### src/design/acs_pkg.sv
// constants and types shared by the converter sequencer
`default_nettype none
package acs_pkg;
	localparam int unsigned CHANNELS = 8;
	localparam int unsigned RES_BITS = 12;
	localparam int unsigned CH_BITS = 3;
	localparam int unsigned SMP_BITS = 8;
	localparam int unsigned CONV_CLK_MHZ_MAX = 18;
	localparam int unsigned CLK_MHZ = 100;
	localparam int unsigned CONV_CYCLES = 18;
	localparam int unsigned CONV_DIV = (CLK_MHZ + CONV_CLK_MHZ_MAX - 1) / CONV_CLK_MHZ_MAX;
	localparam int unsigned DIV_BITS = 4;
	localparam int unsigned CNT_BITS = 5;
	localparam logic [DIV_BITS-1:0] DIV_LAST = DIV_BITS'(CONV_DIV - 1);
	localparam logic [CNT_BITS-1:0] CONV_LAST = CNT_BITS'(CONV_CYCLES - 1);
	localparam logic [SMP_BITS-1:0] SMP_RESET = 8'h03;
	localparam logic [RES_BITS-1:0] LIMIT_LOW_RESET = 12'h000;
	localparam logic [RES_BITS-1:0] LIMIT_HIGH_RESET = 12'hFFF;
	typedef enum logic [1:0] {ACS_IDLE, ACS_SAMPLE, ACS_CONVERT} acs_state_t;
endpackage
`default_nettype wire

### src/design/acs_conv_if.sv
// handshake between the sequencer and its converter timer
`default_nettype none
interface acs_conv_if;
	logic start;
	logic [acs_pkg::SMP_BITS-1:0] sample_len;
	logic tick;
	logic sampling;
	logic done;
	modport seq (output start, output sample_len, input tick, input sampling, input done);
	modport tmr (input start, input sample_len, output tick, output sampling, output done);
endinterface
`default_nettype wire

### src/design/acs_conv_timer.sv
// converter clock divider and sample/convert slot timer
`default_nettype none
module acs_conv_timer (
	input wire logic clk,
	input wire logic rst,
	input wire logic run,
	acs_conv_if.tmr cv
);
	typedef struct packed {
		logic [acs_pkg::DIV_BITS-1:0] div;
		logic [acs_pkg::SMP_BITS-1:0] smp;
		logic [acs_pkg::CNT_BITS-1:0] cnt;
		logic sampling;
		logic converting;
		logic done;
	} acs_tmr_t;
	acs_tmr_t s;
	acs_tmr_t next_s;
	logic tick;

	// refuse constants the divider or slot counter cannot hold
	if (acs_pkg::CONV_DIV > (1 << acs_pkg::DIV_BITS)) begin
		$error("divider too wide");
	end
	if (acs_pkg::CONV_CYCLES > (1 << acs_pkg::CNT_BITS)) begin
		$error("conversion counter too narrow");
	end

	assign tick = run && (s.div == acs_pkg::DIV_LAST);
	assign cv.tick = tick;
	assign cv.sampling = s.sampling;
	assign cv.done = s.done;

	always_comb begin
		next_s = s;
		next_s.done = 1'b0;
		if (!run) begin
			next_s = '0;
		end else begin
			// converter clock stays at or below its maximum rate
			next_s.div = tick ? '0 : s.div + 1'b1;
			if (cv.start && !s.sampling && !s.converting) begin
				next_s.sampling = 1'b1;
				next_s.smp = cv.sample_len;
			end else if (tick && s.sampling) begin
				if (s.smp <= 1) begin
					next_s.sampling = 1'b0;
					next_s.converting = 1'b1;
					next_s.cnt = '0;
				end else begin
					next_s.smp = s.smp - 1'b1;
				end
			end else if (tick && s.converting) begin
				if (s.cnt == acs_pkg::CONV_LAST) begin
					next_s.converting = 1'b0;
					next_s.done = 1'b1;
				end else begin
					next_s.cnt = s.cnt + 1'b1;
				end
			end
		end
	end

	always_ff @(posedge clk) begin
		if (rst)
			s <= '0;
		else
			s <= next_s;
	end
endmodule
`default_nettype wire

### src/design/acs_sequencer.sv
// eight-input converter channel sequencer with limit check
// How it works
// - converter clock capped, eighteen clocks per conversion
// - sample window length is programmable
// - scans enabled channels of eight autonomously
// - next channel starts without idle slot
// - firmware or scanner selects the channel
// - one result buffer per channel
// - per-channel sample time applied
// - low/high limits raise out-of-range flag
// - range checked on each fresh result
// - stops in deepest low-power mode
// - deep sleep stops the converter clock and abandons the conversion in progress
`default_nettype none
module acs_sequencer #(
	parameter int unsigned CHANNELS = acs_pkg::CHANNELS
) (
	input wire logic clk,
	input wire logic rst,
	input wire logic enable,
	input wire logic deep_sleep,
	input wire logic fw_select,
	input wire logic [acs_pkg::CH_BITS-1:0] fw_channel,
	input wire logic fw_start,
	input wire logic [CHANNELS-1:0] chan_enable,
	input wire logic [CHANNELS*acs_pkg::SMP_BITS-1:0] sample_time,
	input wire logic [acs_pkg::RES_BITS-1:0] limit_low,
	input wire logic [acs_pkg::RES_BITS-1:0] limit_high,
	input wire logic range_clear,
	input wire logic [acs_pkg::CH_BITS-1:0] read_channel,
	input wire logic [acs_pkg::RES_BITS-1:0] core_result,
	output logic [acs_pkg::CH_BITS-1:0] mux_channel,
	output logic core_sample,
	output logic core_tick,
	output logic [acs_pkg::RES_BITS-1:0] read_data,
	output logic [CHANNELS-1:0] result_valid,
	output logic result_strobe,
	output logic [acs_pkg::CH_BITS-1:0] result_channel,
	output logic scan_done,
	output logic out_of_range,
	output logic busy
);
	typedef struct packed {
		acs_pkg::acs_state_t state;
		logic [acs_pkg::CH_BITS-1:0] chan;
		logic [CHANNELS-1:0] valid;
		logic [acs_pkg::RES_BITS-1:0] rdata;
		logic strobe;
		logic [acs_pkg::CH_BITS-1:0] rchan;
		logic sdone;
		logic oor;
	} acs_seq_t;
	acs_seq_t s;
	acs_seq_t next_s;
	logic [acs_pkg::RES_BITS-1:0] results [CHANNELS];
	logic run;
	logic start;
	logic [acs_pkg::CH_BITS-1:0] next_ch;
	logic wrapped;
	logic in_range;

	acs_conv_if cv ();

	// refuse channel counts the select field cannot address
	if (CHANNELS < 1 || CHANNELS > (1 << acs_pkg::CH_BITS)) begin
		$error("channel count not supported");
	end

	// next enabled channel after cur, with wrap indication
	function automatic logic [acs_pkg::CH_BITS:0] next_enabled(
		input logic [acs_pkg::CH_BITS-1:0] cur,
		input logic [CHANNELS-1:0] en
	);
		logic [acs_pkg::CH_BITS:0] r;
		logic found;
		int unsigned idx;
		r = {1'b1, cur};
		found = 1'b0;
		for (int unsigned k = 1; k <= CHANNELS; k++) begin
			idx = (int'(cur) + k) % CHANNELS;
			if (!found && en[idx]) begin
				found = 1'b1;
				r = {(idx <= int'(cur)), acs_pkg::CH_BITS'(idx)};
			end
		end
		return r;
	endfunction

	function automatic logic [acs_pkg::SMP_BITS-1:0] smp_of(
		input logic [acs_pkg::CH_BITS-1:0] ch,
		input logic [CHANNELS*acs_pkg::SMP_BITS-1:0] st
	);
		return st[ch*acs_pkg::SMP_BITS +: acs_pkg::SMP_BITS];
	endfunction

	assign run = enable && !deep_sleep;
	assign {wrapped, next_ch} = next_enabled(s.chan, chan_enable);
	assign in_range = (core_result >= limit_low) && (core_result <= limit_high);

	// a new sample is requested from the sample state, the cycle after the last one completes
	always_comb begin
		start = 1'b0;
		if (run && s.state != acs_pkg::ACS_IDLE && (s.state == acs_pkg::ACS_SAMPLE))
			start = 1'b1;
	end

	assign cv.start = start;
	assign cv.sample_len = smp_of(s.chan, sample_time);

	acs_conv_timer u_timer (
		.clk(clk),
		.rst(rst),
		.run(run),
		.cv(cv)
	);

	assign mux_channel = s.chan;
	assign core_sample = cv.sampling;
	assign core_tick = cv.tick;
	assign read_data = s.rdata;
	assign result_valid = s.valid;
	assign result_strobe = s.strobe;
	assign result_channel = s.rchan;
	assign scan_done = s.sdone;
	assign out_of_range = s.oor;
	assign busy = (s.state != acs_pkg::ACS_IDLE);

	always_comb begin
		next_s = s;
		next_s.strobe = 1'b0;
		next_s.sdone = 1'b0;
		next_s.rdata = results[read_channel];
		if (range_clear)
			next_s.oor = 1'b0;
		case (s.state)
			acs_pkg::ACS_IDLE: begin
				if (run && fw_select && fw_start) begin
					next_s.chan = fw_channel;
					next_s.state = acs_pkg::ACS_SAMPLE;
				end else if (run && !fw_select && |chan_enable) begin
					next_s.chan = chan_enable[s.chan] ? s.chan : next_ch;
					next_s.state = acs_pkg::ACS_SAMPLE;
				end
			end
			acs_pkg::ACS_SAMPLE: begin
				next_s.state = acs_pkg::ACS_CONVERT;
			end
			acs_pkg::ACS_CONVERT: begin
				// a result finishing as the clock drops is discarded
				if (run && cv.done) begin
					next_s.valid[s.chan] = 1'b1;
					next_s.strobe = 1'b1;
					next_s.rchan = s.chan;
					if (!in_range)
						next_s.oor = 1'b1;
					if (!fw_select && |chan_enable) begin
						next_s.chan = next_ch;
						next_s.sdone = wrapped;
						next_s.state = acs_pkg::ACS_SAMPLE;
					end else begin
						next_s.sdone = 1'b1;
						next_s.state = acs_pkg::ACS_IDLE;
					end
				end
			end
			default: next_s.state = acs_pkg::ACS_IDLE;
		endcase
		if (!run)
			next_s.state = acs_pkg::ACS_IDLE;
	end

	always_ff @(posedge clk) begin
		if (rst) begin
			s <= '0;
		end else begin
			s <= next_s;
		end
	end

	// per-channel buffer keeps newest result
	always_ff @(posedge clk) begin
		if (s.state == acs_pkg::ACS_CONVERT && cv.done && run)
			results[s.chan] <= core_result;
	end
endmodule
`default_nettype wire

### config.mk
export PLATFORM = sky130hd
export DESIGN_NAME = acs_sequencer
export DESIGN_NICKNAME = d
export VERILOG_FILES = /design/src/design/acs_pkg.sv /design/src/design/acs_conv_if.sv /design/src/design/acs_conv_timer.sv /design/src/design/acs_sequencer.sv
export SDC_FILE = /design/constraint.sdc
export NUM_CORES = 1
export LEC_CHECK = 0
export ABC_CLOCK_PERIOD_IN_PS = 5100
export BUFFER_PORTS_ARGS = -buffer_cell sky130_fd_sc_hd__buf_2
export CAP_MARGIN = 20
export CORE_UTILIZATION = 26
export DETAILED_ROUTE_END_ITERATION = 6
export SLEW_MARGIN = 20
export SYNTH_ARGS = -nofsm -noshare
export SYNTH_HDL_FRONTEND = slang
export SYNTH_HIERARCHICAL = 1
export SYNTH_SLANG_ARGS = --single-unit
### constraint.sdc
create_clock -name clk -period 5.1 [get_ports clk]
set_input_delay 0.765 -clock clk [delete_from_list [all_inputs] [get_ports clk]]
set_output_delay 0.765 -clock clk [all_outputs]
set_load 0.03 [all_outputs]
# Word-level counts from Yosys, hierarchy flattened
# Memories as Yosys holds them, arrays and structs flattened. A register that Yosys moved wholly into a read port is not among the register bits.
# Index checks and enable logic that the tools add are counted.
# classes
add_sub_neg,11
mul,0
div_mod_pow,0
magnitude_cmp,21
eq_ne,11
shifts,1
muxes,63
bitwise,6
n_reduce_logical,56
# op_table
op,n
$shiftx A64 B7 Y8,1
$lt A3 B4 Y1 const B,9
$mux W4,8
$mux W1,28
$bmux W1 S3,9
$logic_and A1 B1 Y1,25
$mux W5,5
$le A3 B3 Y1,8
$mux W8,3
$mux W13,1
$add A3 B3 Y3 const B,4
$ge A12 B12 Y1,1
$le A12 B12 Y1,1
$reduce_bool A2 Y1,6
$logic_not A1 Y1,11
$le A8 B1 Y1 const B,1
$or A8 B8 Y8,1
$reduce_and A2 Y1,4
$reduce_and A4 Y1,2
$reduce_or A8 Y1,1
$sub A8 B1 Y8 const B,1
$mux W7,1
$add A3 B1 Y3 const B,2
$add A3 B2 Y3 const B,2
other kinds (22),34
# word_totals
regBits,39
latch_bits,0
ram_bits,96
mem_bits_ro,0
in_bits,121
out_inout_bits,32
word_cells,183
n_memories,1
# memory_table
name,words,width,read_ports,rd_ports_with_merged_regs,write_ports,line_no,rtl
results,8,12,1,1,1,acs_sequencer.sv:55,logic [acs_pkg::RES_BITS-1:0] results [CHANNELS];

# Depth between registers and ports, before layout
# logic_depth
word_depth,29
depth_mapped,13
depth_no_buf,9

# Cells and area by module
# The synthesis kept the hierarchy.
# by_module_without_submodules
module,n_inst,cells_per_inst,area_per_inst_um2,seq_area_each_um2
acs_sequencer,1,561,7111.8,3503.4
acs_conv_timer,1,111,991.0,400.4

# Worst setup path after synthesis
# OpenSTA, ideal clock, no wires.
# synth_timing
kind,register to register
startpoint,"register s, in the netlist mux_channel[2]"
endpoint,"register s, in the netlist mux_channel[0]"
setup_time_ns,0.074
arrival_ns,3.665
t_required_ns,5.026
path_slack_ns,1.361
stages_incl_launch_ff,14
n_path_buf,4
synth_period_minus_slack_ns,3.739
cell_sequence,dfxtp_1 > clkbuf_1 > buf_1 > inv_1 > clkbuf_1 > ha_1 > clkbuf_1 > mux4_2 > mux2_2 > nor3_1 > nand3_1 > o211a_1 > mux2_2 > a31oi_2
# synth_between
elab_chain_len,29
word_cells_on_any_way,63
classes_between,add/sub (8); eq/ne (1); mux (39); reduce/logical (15)
# synth_lines
element,line_no,rtl
from (decl),acs_sequencer.sv:53,acs_seq_t s;
from (signal assigned),acs_sequencer.sv:176,s <= next_s;
$add A3 B1 Y3,acs_sequencer.sv:80,idx = (int'(cur) + k) % CHANNELS;
$bmux W1 S3,acs_sequencer.sv:81,if (!found && en[idx]) begin
$mux W1 (not written as such),acs_sequencer.sv:81,
$mux W1,acs_sequencer.sv:81,
$logic_not A1 Y1,acs_sequencer.sv:81,
$logic_and A1 B1 Y1,acs_sequencer.sv:81,
$mux W1,acs_sequencer.sv:81,
$logic_not A1 Y1,acs_sequencer.sv:81,
[... 13 more ...],n/a,
$mux W1,acs_sequencer.sv:81,
$logic_not A1 Y1,acs_sequencer.sv:81,
$logic_and A1 B1 Y1,acs_sequencer.sv:81,
$mux W4,acs_sequencer.sv:81,
$mux W3,acs_sequencer.sv:141,next_s.chan = chan_enable[s.chan] ? s.chan : next_ch;
$mux W5,acs_sequencer.sv:140,end else if (run && !fw_select && |chan_enable) begin
$mux W5,acs_sequencer.sv:137,if (run && fw_select && fw_start) begin
$pmux W3 S2,acs_sequencer.sv:135,case (s.state)
# Several ways; a longest one is shown, not always the timed one. The select of a mux whose other input is x is not followed.
# A chain may end at the register's enable or synchronous reset.

# Worst setup path after layout
# layout_timing
startpoint,"register s, in the netlist mux_channel[1]"
endpoint,"register s, in the netlist mux_channel[0]"
# The elaborated chain is that of the path after synthesis.

==> Implementation_results.wiki <==
{| class="wikitable"
! Metric !! Value
|-
| Maximum achievable frequency || 275 MHz
|-
| #FFs+latches synth || approximately 150
|-
| Final worst setup slack || between 1000 and 1500 ps
|-
| Setup CP Type || reg2reg
|-
| Post-Syn Nets || between 800 and 900
|-
| Final-report hold violation count || 0
|-
| Crit path time final || 3640 ps
|-
| Actual slew at the worst max-slew pin || 887 ps
|-
| Height of the chip || 179 µm
|-
| Last element of the critical path || mux_channel[0]
|-
| Sequential area share after synthesis || 0.482
|-
| Boundary pin count || 153
|-
| Cells resized by post-CTS repair || 0
|-
| Setup slack, reg-to-reg || 1460 ps
|-
| Number of cells produced by synthesis || around 670
|-
| RSZ-0062 raised after global routing || false
|-
| Count of antenna diodes in the layout || 0
|-
| First-pass GRT wire length || 30,700 µm
|-
| Clock input transition at the sequential cells of the worst setup and hold paths || 60 ps
|-
| First-pass DRT Iterations || 5
|-
| NumNets Final || 951
|-
| Maximum number of pins on one net before global-route repair || 44
|-
| Data required, critical path || 5430 ps
|-
| Leftover overflow at the end of global routing || 0
|-
| CTS tree || yes
|-
| Fraction of post-synthesis cell area in the top cell type by area || 0.356
|-
| Leak pwr || 3.76 nW
|-
| Total Routing Usage GR || 0.128
|-
| VDD IR max || 0.169 mV
|-
| Top cells by count, synth || sky130_fd_sc_hd__edfxtp_1 (96), sky130_fd_sc_hd__nor2_1 (60), sky130_fd_sc_hd__dfxtp_1 (51), sky130_fd_sc_hd__nand2_1 (51), sky130_fd_sc_hd__mux4_2 (44)
|-
| H-tree depth reported by CTS || 4
|-
| CP startpoint kind || flip-flop
|-
| Detailed Route Iter0 Violations || 344
|-
| Ys Warns || 6
|-
| Number of unique standard cell types used by synthesis || 65
|-
| End of the worst register-to-register path || mux_channel[0]
|-
| Clock tree root buffer cell || sky130_fd_sc_hd__clkbuf_16
|-
| PortBufs || 152
|-
| Buffers from clock root to sink, at most || 2
|-
| Worst R2R Path Depth || 10
|-
| Total die area || 0.0319 mm²
|-
| DRT antenna net count || 0
|-
| Fin crit share || 0.713
|-
| Most frequently used flop master after synthesis || sky130_fd_sc_hd__edfxtp_1
|-
| # Post-CTS Setup Buffers || 0
|-
| Average detailed-routed wire length per instance || 16.8 µm
|-
| Standard-cell rows || 64
|-
| Final GP Congestion || 0.795
|-
| Slew Limit Fails || 0
|-
| Post-synthesis area per instance || 12.1 µm²
|-
| Areal power density over the cells || between 300 and 400 mW/mm²
|-
| Number of antenna violations at the first check in global routing || 0
|-
| Data arrival time at the worst-slack endpoint || 3970 ps
|-
| Latest clock arrival within the worst-skew pair || 410 ps
|-
| FF-to-FF Start || mux_channel[1]
|-
| Top area cells in the synthesized netlist || sky130_fd_sc_hd__edfxtp_1 (36%), sky130_fd_sc_hd__dfxtp_1 (13%), sky130_fd_sc_hd__mux4_2 (12%)
|-
| Type of the worst min-delay path || reg2reg
|-
| Worst-case headroom to the max-slew limit || 0.409
|-
| Largest driver fanout on the critical path || 32
|-
| Dominant cell by count in the synthesized netlist || sky130_fd_sc_hd__edfxtp_1
|-
| Clock sink count || 147
|-
| Via/cell ratio || 4.68
|-
| Reported max-cap violation count || 0
|-
| Number of buffers created by CTS || 17
|-
| Layout overhead on the synthesized area || 19.5%
|-
| Cell accounting for the most synthesized area || sky130_fd_sc_hd__edfxtp_1
|-
| Worst setup EP type || flip-flop
|-
| Routed wire length || 20,100 µm
|-
| Via count of the first global-routing pass || 5,527
|-
| Detailed-route via count || 5,621
|-
| Setup-violating endpoint count in the final report || 0
|-
| EDFF count, synth || 96
|-
| Post-route DRC violation count || 0
|-
| Setup tns final || 0 ps
|-
| Initial Utilization || 0.265
|-
| Floorplan Core Area || 0.0306 mm²
|-
| Fraction of layout instances using a drive strength above 1 || 0.323
|-
| Beginning of the critical path || mux_channel[1]
|-
| Dpl hpwl || 14,300 µm
|-
| Outcome || completed
|-
| Final Skew || ~12 ps
|-
| Area of the mapped netlist || roughly 0.0081 mm²
|-
| Async set-or-reset flop fraction in the synthesized netlist || 0
|-
| Width of the die || approximately 180 µm
|-
| Worst Setup Slack post-DPL || 1490 ps
|-
| Quantity of hold-fixing buffers added after cts || 0
|}
-- placed cells by master, fill, tap and decap left out, types with 3 or more instances in the layout --
master,Yosys,layout
sky130_fd_sc_hd__mux2_2,11,11
sky130_fd_sc_hd__o21ai_0,19,19
sky130_fd_sc_hd__and3_1,11,11
sky130_fd_sc_hd__mux4_1,4,4
sky130_fd_sc_hd__a21o_1,6,6
sky130_fd_sc_hd__and2_1,5,5
sky130_fd_sc_hd__o2111ai_1,3,3
sky130_fd_sc_hd__xnor2_1,10,10
sky130_fd_sc_hd__bufinv_16,0,3
sky130_fd_sc_hd__buf_2,0,152
sky130_fd_sc_hd__inv_6,0,5
sky130_fd_sc_hd__nand3_1,9,9
sky130_fd_sc_hd__a21oi_1,24,24
sky130_fd_sc_hd__nand2b_1,10,10
sky130_fd_sc_hd__a31oi_1,5,5
sky130_fd_sc_hd__mux4_2,44,44
sky130_fd_sc_hd__clkbuf_16,0,17
sky130_fd_sc_hd__nor2b_1,6,6
sky130_fd_sc_hd__ha_1,39,39
sky130_fd_sc_hd__o21a_1,3,3
sky130_fd_sc_hd__nor4_1,5,5
sky130_fd_sc_hd__nand2_1,51,51
sky130_fd_sc_hd__mux2i_1,26,26
sky130_fd_sc_hd__inv_1,37,37
sky130_fd_sc_hd__nor3_1,12,11
sky130_fd_sc_hd__or2_2,5,5
sky130_fd_sc_hd__or3_1,6,6
sky130_fd_sc_hd__nor3b_1,4,4
sky130_fd_sc_hd__edfxtp_1,96,96
sky130_fd_sc_hd__nor2_1,60,60
sky130_fd_sc_hd__o211ai_1,3,3
sky130_fd_sc_hd__a211oi_1,3,3
sky130_fd_sc_hd__nand4_1,11,11
sky130_fd_sc_hd__dfxtp_1,51,50
sky130_fd_sc_hd__buf_4,26,3
sky130_fd_sc_hd__xor2_1,5,5
-- metal layers --
layer / GRT usage / vias to the layer above / routed length (µm)
li1: - / 2725 / -
met1: 0.178 / 2751 / 9380
met2: 0.200 / 126 / 9620
met3: 0.0258 / 19 / 896
met4: 0.0353 / 0 / 211
met5: 0 / - / 0
-- cell type report --
cell class,instances,area (µm²)
fillers,3127,20900
clock inverters,12,169
flip-flops and latches,147,3910
repair buffers,155,783
well taps,396,495
multi-input cells,432,3740
clock buffers,20,447
inverters,38,143
-- worst max-delay path, stage by stage (launching register included) --
cell and delay [ps]:
sky130_fd_sc_hd__dfxtp_1 310, sky130_fd_sc_hd__buf_4 370, sky130_fd_sc_hd__inv_2 220, sky130_fd_sc_hd__ha_1 650, sky130_fd_sc_hd__mux2_2 400, sky130_fd_sc_hd__and2_1 130
sky130_fd_sc_hd__mux4_2 480, sky130_fd_sc_hd__a31oi_1 280, sky130_fd_sc_hd__o211a_1 220, sky130_fd_sc_hd__mux2_2 340, sky130_fd_sc_hd__a31oi_2 150
-- stage by stage --
step | instances | hold slack, ps | power [mW] | area (µm²) | util
2_1_floorplan | 672 | 433 | 1.56 | 8100 | -
3_3_place_gp | 1168 | 442 | 1.67 | 9060 | 0.296
3_5_place_dp | 1168 | 453 | 1.67 | 9060 | 0.296
4_1_cts | 1200 | 467 | 2.98 | 9680 | 0.316
5_1_grt | 1200 | 488 | 3.06 | 9680 | 0.316
6_report | 1200 | 464 | 2.94 | 9680 | 0.316
-- logic make-up after synthesis --
group,Yosys count,synth area share
flops,147,0.482
fa+ha+maj,39,0.0602
buf+inv,93,0.0574
xor+xnor,15,0.0162
mux,87,0.186
simple gates,205,0.125
compound gates,86,0.0732
-- worst min path at each step --
stage	cells after the start	slack (ps)	start	to
final	2	460	result_channel[2]	result_channel[2]
after global routing	2	490	result_channel[2]	result_channel[2]
after CTS	2	470	result_channel[1]	result_channel[1]
after detailed placement	2	450	result_channel[0]	result_channel[0]
after global placement	2	440	result_channel[1]	result_channel[1]
after floorplan	1	430	u_timer/s[16]	u_timer/s[16]
-- where the power goes --
group	switching (mW)	internal (mW)
Combinational	0.201	0.167
Clock	0.501	0.795
Sequential	0.00316	1.27
-- state kept, by name, summed over array words and instances, names as in the netlist --
register and count:
s 2, u_timer/cv.sampling 1, result_valid 8, scan_done 1, result_channel 3, results 96
u_timer/cv.done 1, out_of_range 1, u_timer/s 18, mux_channel 3, read_data 12, result_strobe 1
Note: power is estimated with default switching activity, not from simulation.
